$ cat src/hdl/gpc_pkg.sv
// constants, types and register map of the gpio port control block
package gpc_pkg;

  // ----------------------------------------------------------------
  // sizes
  // ----------------------------------------------------------------
  localparam int unsigned NUM_PINS = 8;
  localparam int unsigned ADDR_W = 3;
  localparam int unsigned DATA_W = 8;
  localparam int unsigned SYNC_STAGES = 2;

  // ----------------------------------------------------------------
  // register offsets
  // ----------------------------------------------------------------
  localparam logic [2:0] OFS_PIN_DIRECTION = 3'h0;
  localparam logic [2:0] OFS_PIN_OUTPUT_LATCH = 3'h1;
  localparam logic [2:0] OFS_PIN_INPUT_LEVEL = 3'h2;
  localparam logic [2:0] OFS_PIN_MODE_SELECT = 3'h3;
  localparam logic [2:0] OFS_OUTPUT_TYPE_LOW = 3'h4;
  localparam logic [2:0] OFS_OUTPUT_TYPE_HIGH = 3'h5;
  localparam logic [2:0] OFS_PULLUP_CONTROL = 3'h6;

  // ----------------------------------------------------------------
  // reset values
  // ----------------------------------------------------------------
  localparam logic [7:0] RST_PIN_DIRECTION = 8'h00;
  localparam logic [7:0] RST_PIN_OUTPUT_LATCH = 8'h00;
  localparam logic [7:0] RST_PIN_MODE_SELECT = 8'h00;
  localparam logic [7:0] RST_OUTPUT_TYPE = 8'h00;
  localparam logic [7:0] RST_PULLUP_CONTROL = 8'h00;
  localparam logic [7:0] READ_IDLE = 8'h00;

  // ----------------------------------------------------------------
  // field layout of the output type registers
  // ----------------------------------------------------------------
  localparam int unsigned TYPE_PINS_PER_REG = 4;
  localparam int unsigned TYPE_FIELD_STRIDE = 2;
  localparam int unsigned TYPE_PIN1_N_BIT = 2;
  localparam int unsigned TYPE_PIN1_P_BIT = 3;
  localparam logic [7:0] TYPE_WMASK_PLAIN = 8'h55;
  localparam logic [7:0] TYPE_WMASK_PORT_E_LOW = 8'h5d;

  // ----------------------------------------------------------------
  // encodings
  // ----------------------------------------------------------------
  localparam logic DIR_INPUT = 1'b0;
  localparam logic DIR_OUTPUT = 1'b1;
  localparam logic MODE_GENERAL = 1'b0;
  localparam logic MODE_PERIPHERAL = 1'b1;

  typedef enum logic [1:0] {
    GPC_CMOS = 2'h0,
    GPC_N_OPEN = 2'h1,
    GPC_P_OPEN = 2'h2,
    GPC_NO_DRIVE = 2'h3
  } gpc_drive_e;

  // ----------------------------------------------------------------
  // carriers
  // ----------------------------------------------------------------
  typedef struct packed {
    logic [2:0] addr;
    logic [7:0] wdata;
    logic wr;
    logic rd;
  } gpc_bus_req_s;

  typedef struct packed {
    logic [7:0] out;
    logic [7:0] oe;
  } gpc_drive_s;

endpackage : gpc_pkg

$ cat src/hdl/gpc_port_control.sv
// eight pin general purpose port: registers, pin drive and input sampling
//
// Summary of operation
// - eight direction bits, one per pin, each choosing input or output for its pin in general mode; a peripheral pin follows periph_oe.
// - eight output latch bits hold the level driven onto each general mode pin that is an output; a peripheral pin drives periph_out.
// - eight input level bits let software read the present state of every pin.
// - eight mode bits, one per pin, each choosing general or peripheral use of its pin alone.
// - eight pull-up bits switch the internal pull-up of each undriven pin on or off; a pin while driven keeps its pull-up off.
// - on an ordinary port pin 1 type bit 2 gives push-pull when 0 and n-channel open drain when 1.
// - on an ordinary port pin 1 type bit 3 always reads zero and software writes only zero.
// - on port e pin 1 the two bit type means 00 cmos, 01 n open drain, 10 p open drain, 11 unused.
// - the upper type register keeps pins 4 to 7 in bits 0, 2, 4 and 6.

`timescale 1ns/10ps
`default_nettype none

module gpc_port_control #(
  parameter bit IS_PORT_E = 1'b0
) (
  input wire logic clock,
  input wire logic rst,
  input wire logic ce,
  input wire gpc_pkg::gpc_bus_req_s bus_req,
  output logic [7:0] rd_data,
  input wire logic [7:0] pin_i,
  output logic [7:0] pin_o,
  output logic [7:0] pin_oe,
  output logic [7:0] pullup_en,
  input wire logic [7:0] periph_out,
  input wire logic [7:0] periph_oe,
  output logic [7:0] periph_in
);

  // ----------------------------------------------------------------
  // helpers
  // ----------------------------------------------------------------

  // two bit output type of one pin out of the two type registers
  function automatic logic [1:0] type_field(
    input logic [7:0] low,
    input logic [7:0] high,
    input int unsigned pin
  );
    logic [7:0] reg_sel;
    int unsigned base;
    reg_sel = (pin < gpc_pkg::TYPE_PINS_PER_REG) ? low : high;
    base = (pin % gpc_pkg::TYPE_PINS_PER_REG) * gpc_pkg::TYPE_FIELD_STRIDE;
    type_field = {reg_sel[base + 1], reg_sel[base]};
  endfunction : type_field

  // drive of one pin from its type, data and wish to drive
  function automatic logic [1:0] pin_drive(
    input logic [1:0] kind,
    input logic data,
    input logic drive
  );
    logic oe;
    logic lvl;
    oe = 1'b0;
    lvl = data;
    if (drive) begin
      unique case (gpc_pkg::gpc_drive_e'(kind))
        gpc_pkg::GPC_CMOS: begin
          oe = 1'b1;
        end
        gpc_pkg::GPC_N_OPEN: begin
          oe = ~data;
        end
        gpc_pkg::GPC_P_OPEN: begin
          oe = data;
        end
        gpc_pkg::GPC_NO_DRIVE: begin
          oe = 1'b0;
        end
      endcase
    end
    pin_drive = {oe, lvl};
  endfunction : pin_drive

  // ----------------------------------------------------------------
  // registers and wires
  // ----------------------------------------------------------------
  logic [7:0] sync1_q;
  logic [7:0] sync2_q;
  logic [7:0] direction_q;
  logic [7:0] direction_d;
  logic [7:0] latch_q;
  logic [7:0] latch_d;
  logic [7:0] mode_q;
  logic [7:0] mode_d;
  logic [7:0] type_low_q;
  logic [7:0] type_low_d;
  logic [7:0] type_high_q;
  logic [7:0] type_high_d;
  logic [7:0] pullup_q;
  logic [7:0] pullup_d;
  logic [7:0] rd_data_q;
  logic [7:0] rd_data_d;
  logic [7:0] pin_o_q;
  logic [7:0] pin_oe_q;
  logic [7:0] pullup_en_q;
  logic [7:0] periph_in_q;
  wire gpc_pkg::gpc_drive_s drive_d;

  // ----------------------------------------------------------------
  // address decode
  // ----------------------------------------------------------------
  wire logic wr_any;
  wire logic hit_direction;
  wire logic hit_latch;
  wire logic hit_mode;
  wire logic hit_type_low;
  wire logic hit_type_high;
  wire logic hit_pullup;
  wire logic [7:0] type_low_wmask;

  assign wr_any = bus_req.wr & ce;
  assign hit_direction = wr_any & (bus_req.addr == gpc_pkg::OFS_PIN_DIRECTION);
  assign hit_latch = wr_any & (bus_req.addr == gpc_pkg::OFS_PIN_OUTPUT_LATCH);
  assign hit_mode = wr_any & (bus_req.addr == gpc_pkg::OFS_PIN_MODE_SELECT);
  assign hit_type_low = wr_any & (bus_req.addr == gpc_pkg::OFS_OUTPUT_TYPE_LOW);
  assign hit_type_high = wr_any & (bus_req.addr == gpc_pkg::OFS_OUTPUT_TYPE_HIGH);
  assign hit_pullup = wr_any & (bus_req.addr == gpc_pkg::OFS_PULLUP_CONTROL);

  // only port e keeps the p-channel bit of pin 1
  assign type_low_wmask = IS_PORT_E ? gpc_pkg::TYPE_WMASK_PORT_E_LOW
                                    : gpc_pkg::TYPE_WMASK_PLAIN;

  // ----------------------------------------------------------------
  // next register values
  // ----------------------------------------------------------------
  assign direction_d = hit_direction ? bus_req.wdata : direction_q;
  assign latch_d = hit_latch ? bus_req.wdata : latch_q;
  assign mode_d = hit_mode ? bus_req.wdata : mode_q;
  assign type_low_d = hit_type_low ? (bus_req.wdata & type_low_wmask)
                                   : type_low_q;
  assign type_high_d = hit_type_high ? (bus_req.wdata & gpc_pkg::TYPE_WMASK_PLAIN)
                                     : type_high_q;
  assign pullup_d = hit_pullup ? bus_req.wdata : pullup_q;

  // ----------------------------------------------------------------
  // read data
  // ----------------------------------------------------------------
  always_comb begin
    rd_data_d = gpc_pkg::READ_IDLE;
    if (bus_req.rd) begin
      unique case (bus_req.addr)
        gpc_pkg::OFS_PIN_DIRECTION: begin
          rd_data_d = direction_q;
        end
        gpc_pkg::OFS_PIN_OUTPUT_LATCH: begin
          rd_data_d = latch_q;
        end
        gpc_pkg::OFS_PIN_INPUT_LEVEL: begin
          rd_data_d = sync2_q;
        end
        gpc_pkg::OFS_PIN_MODE_SELECT: begin
          rd_data_d = mode_q;
        end
        gpc_pkg::OFS_OUTPUT_TYPE_LOW: begin
          rd_data_d = type_low_q;
        end
        gpc_pkg::OFS_OUTPUT_TYPE_HIGH: begin
          rd_data_d = type_high_q;
        end
        gpc_pkg::OFS_PULLUP_CONTROL: begin
          rd_data_d = pullup_q;
        end
        default: begin
          rd_data_d = gpc_pkg::READ_IDLE;
        end
      endcase
    end
  end

  // ----------------------------------------------------------------
  // pin drive decode
  // ----------------------------------------------------------------
  for (genvar p = 0; p < gpc_pkg::NUM_PINS; p++) begin : g_pin
    wire logic [1:0] kind;
    wire logic periph_sel;
    wire logic want_drive;
    wire logic data;
    wire logic [1:0] drv;

    assign kind = type_field(type_low_q, type_high_q, p);
    assign periph_sel = (mode_q[p] == gpc_pkg::MODE_PERIPHERAL);
    assign want_drive = periph_sel ? periph_oe[p]
                                   : (direction_q[p] == gpc_pkg::DIR_OUTPUT);
    assign data = periph_sel ? periph_out[p] : latch_q[p];
    assign drv = pin_drive(kind, data, want_drive);
    assign drive_d.oe[p] = drv[1];
    assign drive_d.out[p] = drv[0];
  end

  // ----------------------------------------------------------------
  // pin input synchroniser
  // ----------------------------------------------------------------
  always_ff @(posedge clock) begin
    if (rst) begin
      sync1_q <= 8'h00;
    end else if (ce) begin
      sync1_q <= pin_i;
    end
  end

  always_ff @(posedge clock) begin
    if (rst) begin
      sync2_q <= 8'h00;
    end else if (ce) begin
      sync2_q <= sync1_q;
    end
  end

  // ----------------------------------------------------------------
  // software registers: direction
  // ----------------------------------------------------------------
  always_ff @(posedge clock) begin
    if (rst) begin
      direction_q <= gpc_pkg::RST_PIN_DIRECTION;
    end else if (ce) begin
      direction_q <= direction_d;
    end
  end

  // ----------------------------------------------------------------
  // output latch
  // ----------------------------------------------------------------
  always_ff @(posedge clock) begin
    if (rst) begin
      latch_q <= gpc_pkg::RST_PIN_OUTPUT_LATCH;
    end else if (ce) begin
      latch_q <= latch_d;
    end
  end

  // ----------------------------------------------------------------
  // mode select
  // ----------------------------------------------------------------
  always_ff @(posedge clock) begin
    if (rst) begin
      mode_q <= gpc_pkg::RST_PIN_MODE_SELECT;
    end else if (ce) begin
      mode_q <= mode_d;
    end
  end

  // ----------------------------------------------------------------
  // output type, pins 0 to 3
  // ----------------------------------------------------------------
  always_ff @(posedge clock) begin
    if (rst) begin
      type_low_q <= gpc_pkg::RST_OUTPUT_TYPE;
    end else if (ce) begin
      type_low_q <= type_low_d;
    end
  end

  // ----------------------------------------------------------------
  // output type, pins 4 to 7
  // ----------------------------------------------------------------
  always_ff @(posedge clock) begin
    if (rst) begin
      type_high_q <= gpc_pkg::RST_OUTPUT_TYPE;
    end else if (ce) begin
      type_high_q <= type_high_d;
    end
  end

  // ----------------------------------------------------------------
  // pull-up control
  // ----------------------------------------------------------------
  always_ff @(posedge clock) begin
    if (rst) begin
      pullup_q <= gpc_pkg::RST_PULLUP_CONTROL;
    end else if (ce) begin
      pullup_q <= pullup_d;
    end
  end

  // ----------------------------------------------------------------
  // read port
  // ----------------------------------------------------------------
  always_ff @(posedge clock) begin
    if (rst) begin
      rd_data_q <= gpc_pkg::READ_IDLE;
    end else if (ce) begin
      rd_data_q <= rd_data_d;
    end
  end

  // ----------------------------------------------------------------
  // pin side outputs
  // ----------------------------------------------------------------
  always_ff @(posedge clock) begin
    if (rst) begin
      pin_o_q <= 8'h00;
    end else if (ce) begin
      pin_o_q <= drive_d.out;
    end
  end

  always_ff @(posedge clock) begin
    if (rst) begin
      pin_oe_q <= 8'h00;
    end else if (ce) begin
      pin_oe_q <= drive_d.oe;
    end
  end

  // ----------------------------------------------------------------
  // pull-up enable and peripheral input
  // ----------------------------------------------------------------
  always_ff @(posedge clock) begin
    if (rst) begin
      pullup_en_q <= 8'h00;
    end else if (ce) begin
      pullup_en_q <= pullup_q & ~drive_d.oe;
    end
  end

  always_ff @(posedge clock) begin
    if (rst) begin
      periph_in_q <= 8'h00;
    end else if (ce) begin
      periph_in_q <= sync2_q;
    end
  end

  // ----------------------------------------------------------------
  // port outputs
  // ----------------------------------------------------------------
  assign rd_data = rd_data_q;
  assign pin_o = pin_o_q;
  assign pin_oe = pin_oe_q;
  assign pullup_en = pullup_en_q;
  assign periph_in = periph_in_q;

endmodule : gpc_port_control

`default_nettype wire

$ cat config.mk
export PLATFORM = sky130hd
export DESIGN_NAME = gpc_port_control
export DESIGN_NICKNAME = d
export VERILOG_FILES = /design/src/hdl/gpc_pkg.sv /design/src/hdl/gpc_port_control.sv
export SDC_FILE = /design/constraint.sdc
export NUM_CORES = 1
export LEC_CHECK = 0
export BUFFER_PORTS_ARGS = -buffer_cell sky130_fd_sc_hd__buf_4
export CORE_ASPECT_RATIO = 1.1
export CORE_MARGIN = 1.5
export CORE_UTILIZATION = 45
export CTS_CLUSTER_SIZE = 8
export DETAILED_ROUTE_END_ITERATION = 10
export PLACE_DENSITY_LB_ADDON = 0.08
export RECOVER_POWER = 50
export SYNTH_ARGS = -nofsm -noshare
export SYNTH_HDL_FRONTEND = slang
export SYNTH_SLANG_ARGS = --single-unit
$ cat constraint.sdc
create_clock -name clock -period 1.85 [get_ports clock]
set_input_delay 0.185 -clock clock [delete_from_list [all_inputs] [get_ports clock]]
set_output_delay 0.185 -clock clock [all_outputs]
set_load 0.005 [all_outputs]
======== Word-level counts from Yosys, hierarchy flattened ========
Index checks and enable logic that the tools add are counted.
word-level totals
  bits in registers ....................... 96
  latch bits .............................. 0
  RAM bits ................................ 0
  bits in read-only memories .............. 0
  input bits .............................. 40
  output and inout port bits .............. 40
  word-level logic and storage cells ...... 85
  memories ................................ 0
cells by class
  add/sub/neg operators ................... 0
  multiply operators ...................... 0
  divide/modulo/power cells ............... 0
  order comparisons ....................... 0
  eq/ne operators ......................... 6
  shift-type cells ........................ 0
  multiplexer cells ....................... 34
  bitwise gates (word level) .............. 17
  reductions and logical operators ........ 15
operators by type and width
  operator                                                               count
  8-bit case mux with 7 select lines                                     1
  1-bit 2-to-1 mux                                                       24
  2-bit logical NOT                                                      8
  1-bit case mux with 2 select lines                                     8
  2-bit AND reduction                                                    6
  3-bit equality test, second input constant                             3
  8-bit bitwise AND                                                      1
  8-bit 2-to-1 mux                                                       1
  1-bit inverter                                                         8
  8-bit inverter                                                         1
  1-bit bitwise AND                                                      7
  3-bit by 2-bit equality test with 1-bit output, second input constant  2
  3-bit by 1-bit equality test with 1-bit output, second input constant  1
  3-bit logical NOT                                                      1

======== Longest topological paths before layout ========
Gate-level depths: netlist of run 1.
  word-level depth ........................ 6
  mapped depth ............................ 6
  depth with buffers taken out ............ 4

======== Worst setup path before layout of run 1 ========
Ideal clock, no wire load.
  kind .................................... reg-to-reg
  start ................................... reg mode_q[6]
  end ..................................... reg rd_data_q[6] (netlist: rd_data[6])
  library setup time ...................... 0.117 ns
  arrival time ............................ 1.175 ns
  path slack .............................. 0.557 ns
  cell stages (with the launch flop) ...... 4
  buffers on the path ..................... 0
  period minus slack after synthesis ...... 1.293 ns
  cells stage by stage .................... dfxtp_1 > mux4_1 > or2_0 > a32o_1
between the ends
  longest elaborated chain between the ends .. 2
ends and longest elaborated chain
  item                                RTL line                 text
  from (decl)                         gpc_port_control.sv:89   logic [7:0] mode_q;
  from (signal assigned)              gpc_port_control.sv:242  mode_q <= gpc_pkg::RST_PIN_MODE_SELECT;
  from (signal assigned)              gpc_port_control.sv:244  mode_q <= mode_d;
  8-bit case mux with 7 select lines  gpc_port_control.sv:147  unique case (bus_req.addr)
  8-bit 2-to-1 mux                    gpc_port_control.sv:146  if (bus_req.rd) begin
  to (signal assigned)                gpc_port_control.sv:286  rd_data_q <= gpc_pkg::READ_IDLE;
  to (signal assigned)                gpc_port_control.sv:288  rd_data_q <= rd_data_d;
  to (decl)                           gpc_port_control.sv:97   logic [7:0] rd_data_q;
Every way passes these cells.
A chain may end at the register's enable or synchronous reset.

======== Worst setup path in the final report of run 1 ========
  start ................................... in bus_req[11] in the netlist's numbering
  end ..................................... reg type_high_q[2]
between the ends
  longest elaborated chain between the ends .. 3
ends and longest elaborated chain
  item                           RTL line                 text
  from (decl)                    gpc_port_control.sv:23   input wire gpc_pkg::gpc_bus_req_s bus_req,
  3-bit equality test            gpc_port_control.sv:122  assign hit_type_high = wr_any & (bus_req.addr == gpc_pkg::OFS_OUTPUT_TYPE_HIGH);
  1-bit bitwise AND              gpc_port_control.sv:122
  2-bit AND reduction (no line)  -
  to (signal assigned)           gpc_port_control.sv:264  type_high_q <= gpc_pkg::RST_OUTPUT_TYPE;
  to (signal assigned)           gpc_port_control.sv:266  type_high_q <= type_high_d;
  to (decl)                      gpc_port_control.sv:93   logic [7:0] type_high_q;
Every way passes these cells.

==> qor.txt, run 1 <==
Buffers on Ports: 79
RSZ-0062 raised after global routing: false
Worst hold start: pin_i[6]
Clock Skew: 0.01103 ns
Final WS setup: 0.2865 ns
Die ar.: 9911 sq um
Sequential power share: 54.8%
Area contributors post-synth: dfxtp_1, mux2i_1, nor2_1, a211oi_1, a21boi_0
PostCTS Resize Cnt: 0
Static Leak: 0.002100 uW
DP HPWL: 6777 microns
Sw Share: 25.29%
Placement Rows: 36
Area growth, synth to finish: 19.77%
VDD IR-drop max: 0.5159 mV
Hold Path Sink: sync1_q[6]
Power Dens Cells: 780.2 nW/um^2
P_int: 2929 uW
Mapped cell area: 4195 sq um
CTS H-tree lvls: 3
Max-cap violations: 0
Yosys warns: 0
Crit path max fanout: 20
CTS tree: built
HP Class: in -> reg
Total design power: 3920 uW
Worst-case reg-to-reg path depth: 3
Synth top cells by count: dfxtp_1, mux2i_1, nor2_1, a211oi_1
Cell with the most instances after synthesis: dfxtp_1
Hold Path Stages: 3
Post-layout nets: 531
Synth top area share: 45.81%
Vias per std cell: 5.308
Least-Margin Pin Slew: 1.039 ns
R2R Setup Slk: 0.50 ns
Slew Limit Fails: 0
ANT cells: 0
Clock tree buffer depth: 2
Avg Cell Area, Syn: 10.01 sq um
CP Capture Type: register
Syn Nets: 459
Fmax: 639.6 MHz
Final min period: 1.563 ns
# hold bufs at CTS: 0
Post-CTS setup buffer count: 0
WL per Instance: 15.51 microns
Routability cong.: 0.8299
Vias in the first global route: 2805
Comb power frac: 9.3%
Util after Layout: 56.06%
Worst Setup Path Type: in -> reg
Initial Util: 46.80%
Clk root buf: clkbuf_8
Reg clk slew, reported paths: 0.10 ns
Vias post-DR: 3238
Reg-to-Reg End: rd_data[6]
DRT antenna net count: 0
Cells after Synth: 419
Core Area: 8964 sq um
Asr flop ratio synth: 0%
Pin count of the biggest net entering global routing: 45
# clock sinks: 96
Ys flop type: dfxtp_1
Pre-antenna DRT Iters: 4
Crit path required time: 2.07 ns
Worst path arrival time: 1.79 ns
Period utilization: 84.51%
Switching power: 991.5 uW
EDFF count, synth: 0
Startpoint Class: primary input
First-pass GRT wire length: 14760 microns
Starting DRC count in detailed routing: 206
Worst r2r src: mode_q[6]
Clock network power share: 35.9%
Setup TNS: 0 ns
Die Y: 104.3 microns
Worst-Skew Late Latency: 0.37 ns
Synth area leader: dfxtp_1
Status: finished, final reports clean
Die X: 95.06 microns
Final hold viol count: 0
Cell variety after synth: 39
Io pins: 80
Initial antenna violation count: 0
CTS buffer count: 9
Share of layout cells above drive strength 1: 24.40%
Remaining DRCs: 0
All-layer global routing usage: 19.30%
Hold_ws: 0.05487 ns
Yosys reg bits: 96
Relative slew slack: 30.18%
Overflow after GRT: 0
Place WS: 0.3463 ns
Fraction of the yosys area taken by sequential cells: 45.81%
Final Setup Violations: 0
DRT Wirelength: 9464 microns
[worst max-delay path, stage by stage]
cell     delay, ns
buf_4         0.15
buf_4         0.23
nor3_1        0.87
mux2i_1       0.29
nor2_1        0.05
[cell families (layout without fill, tap and decap cells)]
kind of cell	Yosys count	count (layout)	share of synthesized area [%]
muxes	96	96	23.74
AOI/OAI and AO/OA	65	65	11.01
and+or+nand+nor	134	134	15.72
buffers and inverters	28	105	3.728
DFF	96	96	45.81
[placed cells by master (no fill, tap or decap), types with 12 or more instances in the layout]
| master | count |
|---|---|
| a21boi_0 | 14 |
| a21oi_1 | 12 |
| a211oi_1 | 15 |
| nor2_1 | 85 |
| dfxtp_1 | 96 |
| mux2i_1 | 89 |
| nand2b_1 | 14 |
| nand3_1 | 12 |
| buf_4 | 54 |
| clkbuf_4 | 30 |
[metal layers]
metal / GRT usage [%] / vias up / part of all wire (%)
met3: 4.971 / 5 / 6.0
met2: 27.56 / 89 / 44
met1: 28.53 / 1526 / 50
li1: - / 1618 / -
met5: 0 / - / 0
met4: 5.011 / 0 / 0.69
[power groups by stage]
stage / logic [uW] / clock network (uW) / registers, uW
2_1_floorplan: 226 / 0 / 2190
3_3_place_gp: 368 / 0 / 2200
3_5_place_dp: 373 / 0 / 2200
4_1_cts: 373 / 1440 / 2150
5_1_grt: 398 / 1520 / 2160
6_report: 365 / 1410 / 2150
[area by class of cell]
type,instances,area (sq um)
well taps,114,142.6
flip-flops and latches,96,1922
multi-input cells,295,2106
clock buffers,9,123.9
repair buffers,88,649.4
clock inverters,7,77.57
inverters,1,3.754
fillers,819,3939
[stage by stage]
step                instances  cell area, sq um
floorplan                 419              4195
global placement          594              4846
detailed placement        594              4846
CTS                       610              5047
global route              610              5025
finish                    610              5025
[how the worst max path moves through the flow]
stage / from / endpoint / slack [ns] / cells after the start
global placement: bus_req[11] / rd_data[6] / 0.38 / 5
finish: bus_req[11] / type_high_q[2] / 0.29 / 5
global route: bus_req[11] / type_high_q[0] / 0.30 / 5
detailed placement: bus_req[11] / rd_data[6] / 0.35 / 5
floorplan: mode_q[6] / rd_data[6] / 0.56 / 3
CTS: mode_q[6] / rd_data[6] / 0.49 / 3
Power figures use the tool's default switching activity.
==> inputs of run 2 (changes only) <==
--- a/config.mk
+++ b/config.mk
@@ -5,6 +5,7 @@
 export SDC_FILE = /design/constraint.sdc
 export NUM_CORES = 1
 export LEC_CHECK = 0
+export ABC_AREA = 1
 export BUFFER_PORTS_ARGS = -buffer_cell sky130_fd_sc_hd__buf_4
 export CORE_ASPECT_RATIO = 1.1
 export CORE_MARGIN = 1.5
==> constraint.sdc (replaced) <==
create_clock -name clock -period 1.5 [get_ports clock]
set_input_delay 0.15 -clock clock [delete_from_list [all_inputs] [get_ports clock]]
set_output_delay 0.15 -clock clock [all_outputs]
set_load 0.005 [all_outputs]
==> qor.txt, run 2 <==
Share of layout cells above drive strength 1: 17.63% (was 24.40%)
Vias per std cell: 5.238 (was 5.308)
Clock tree buffer depth: 2 (unchanged)
Post-layout nets: 693 (was 531)
Post-CTS setup buffer count: 0 (unchanged)
Worst-Skew Late Latency: 0.36 ns (was 0.37 ns)
VDD IR-drop max: 0.5376 mV (was 0.5159 mV)
Status: finished, final reports clean (unchanged)
Most frequent cells in the layout: nor2_1, dfxtp_1, o21ai_0 (was dfxtp_1, mux2i_1, nor2_1)
Starting DRC count in detailed routing: 280 (was 206)
CTS tree: built (unchanged)
Crit path cell chain: nand2_1 -> o21a_1 -> o21ai_0 -> nand3_1 -> a21oi_1 (was buf_4 -> buf_4 -> nor3_1 -> mux2i_1 -> nor2_1)
RSZ-0062 raised after global routing: false (unchanged)
DRT antenna net count: 0 (unchanged)
DR top layer: met4 (unchanged)
Least-Margin Pin Slew: 0.7791 ns (was 1.039 ns)
Ys flop type: dfxtp_1 (unchanged)
All-layer global routing usage: 24.39% (was 19.30%)
PostCTS Resize Cnt: 0 (unchanged)
Core Area: 8919 sq um (was 8964 sq um)
Synth top cells by count: nor2_1, dfxtp_1, o21ai_0, nand2_1, a21oi_1 (was dfxtp_1, mux2i_1, nor2_1, a211oi_1)
Power Dens Cells: 978.5 nW/um^2 (was 780.2 nW/um^2)
Crit path launch: mode_q[6] (was bus_req[11])
First-pass GRT wire length: 18370 microns (was 14760 microns)
Startpoint Class: register (was primary input)
Cells after Synth: 577 (was 419)
Initial Util: 46.41% (was 46.80%)
Crit path max fanout: 6 (was 20)
CTS buffer count: 9 (unchanged)
Routability cong.: 0.8930 (was 0.8299)
Cell with the most instances after synthesis: nor2_1 (was dfxtp_1)
Io pins: 80 (unchanged)
Final hold viol count: 0 (unchanged)
DP HPWL: 7976 microns (was 6777 microns)
Initial antenna violation count: 0 (unchanged)
DRT Wirelength: 11580 microns (was 9464 microns)
Static Leak: 0.002212 uW (was 0.002100 uW)
Die Y: 103.6 microns (was 104.3 microns)
Synth area leader: dfxtp_1 (unchanged)
Pin count of the biggest net entering global routing: 75 (was 45)
Yosys reg bits: 96 (unchanged)
Vias post-DR: 4044 (was 3238)
# clock sinks: 96 (unchanged)
Asr flop ratio synth: 0% (unchanged)
HP Class: in -> reg (unchanged)
Avg Cell Area, Syn: 7.173 sq um (was 10.01 sq um)
CTS H-tree lvls: 3 (unchanged)
Mapped cell area: 4139 sq um (was 4195 sq um)
Cell variety after synth: 23 (was 39)
Pre-antenna DRT Iters: 5 (was 4)
Worst r2r src: mode_q[6] (unchanged)
Slew Limit Fails: 0 (unchanged)
Final Setup Violations: 0 (unchanged)
# hold bufs at CTS: 4 (was 0)
Yosys warns: 0 (unchanged)
Metal-1 WL: 5217 microns (was 4708 microns)
Fraction of the yosys area taken by sequential cells: 46.43% (was 45.81%)
Relative slew slack: 47.97% (was 30.18%)
Die X: 94.44 microns (was 95.06 microns)
Top delay family on crit path: compound AO/OA/AOI/OAI gates (was simple AND/OR/NAND/NOR gates)
Period utilization: 93.20%
Util after Layout: 56.23% (was 56.06%)
Clk root buf: clkbuf_8 (unchanged)
# fillers: 902 (was 819)
Routed wl met3: 764 microns (was 568 microns)
Buffers on Ports: 79 (unchanged)
Area contributors post-synth: dfxtp_1, o21ai_0, nor2_1, nand2_1, a21oi_1 (was dfxtp_1, mux2i_1, nor2_1, a211oi_1, a21boi_0)
Max incr delay on CP: 0.44 ns (was 0.87 ns)
Setup TNS: 0 ns (unchanged)
ANT cells: 0 (unchanged)
Vias in the first global route: 3613 (was 2805)
Fmax: 715.3 MHz
Die ar.: 9783 sq um (was 9911 sq um)
Worst path arrival time: 1.69 ns (was 1.79 ns)
Crit path required time: 1.79 ns (was 2.07 ns)
CP Capture Type: register (unchanged)
EDFF count, synth: 0 (unchanged)
Max-cap violations: 0 (unchanged)
Area growth, synth to finish: 21.16% (was 19.77%)
Worst Setup Path Type: reg -> reg (was in -> reg)
Worst path buffer plus inverter count: 0 (was 2)
Met2 wire length: 5266 microns (was 4121 microns)
Overflow after GRT: 0 (unchanged)
Final min period: 1.398 ns
Syn Nets: 617 (was 459)
Commonest non-fill, non-tap cell in the layout: nor2_1 (was dfxtp_1)
WL per Instance: 15.01 microns (was 15.51 microns)
Reg clk slew, reported paths: 0.09 ns (was 0.10 ns)
Synth top area share: 46.43% (was 45.81%)
Worst hold start: pin_i[1] (was pin_i[6])
Clock Skew: 0.008434 ns (was 0.01103 ns)
Placement Rows: 36 (unchanged)
Remaining DRCs: 0 (unchanged)
Slowest-stage cell, CP: dfxtp_1 (was nor3_1)
[run 2: cell types whose count changed after synthesis, moves of 33 or more]
cell     before  now
a21oi_1      12   45
inv_1         1   35
mux2i_1      89    0
nand2_1       4   86
nor2_1       85  118
o21ai_0       0   93
[run 2: cell families after synthesis]
family | Yosys count | share of synthesized area [%]
compound gates | 143 | 17.47
buf+inv | 76 | 8.525
flops | 96 | 46.43
simple gates | 262 | 27.57
[run 2: worst paths after layout]
check,endpoint,slack (ns),cells after the start
worst max register to register,pullup_en[6],0.10,5
worst max-delay path,pullup_en[6],0.10,5
worst min-delay path,sync1_q[1],0.02,3
worst min register to register,pullup_en[5],0.47,2
[run 2: layer usage]
layer | vias to the layer above | global-route usage, %
li1 | 2049 | -
met3 | 19 | 4.626
met1 | 1839 | 33.49
met4 | 0 | 10.45
met5 | - | 0
met2 | 137 | 37.10
[run 2: through the flow]
step / cell area (sq um) / hold WS, ns / power (uW) / instances / worst slack (ns)
after floorplan: 4139 / 0.2849 / 3043 / 577 / 0.5008
after global placement: 4827 / 0.3708 / 3295 / 752 / 0.1144
after detailed placement: 4827 / 0.3775 / 3302 / 752 / 0.07973
after CTS: 5057 / 0.006442 / 4961 / 772 / 0.1020
after global routing: 5015 / 0.03528 / 5111 / 772 / 0.03192
final: 5015 / 0.01845 / 4907 / 772 / 0.1020
[run 2: worst reg2reg max path: stages, from the launching register on]
cell and delay, ns:
dfxtp_1 0.44, nand2_1 0.08, o21a_1 0.13, o21ai_0 0.32, nand3_1 0.22, a21oi_1 0.16
[run 2: cell type report]
class                      count  area [sq um]  area share (%)
clock buffer                  12         135.1           2.695
clock inverter                 4         55.05           1.098
inverter                      42         160.2           3.194
multi-input combinational    405          1836           36.60
sequential                    96          1922           38.32
tap                          114         142.6           2.844
timing repair buffer          99         764.5           15.24
[run 2: power breakdown]
group          internal, uW  total [uW]  switching (uW)
sequential             2640        2700            61.5
combinational           226         537             311
clock                   780        1670             888
total                  3650        4910            1260
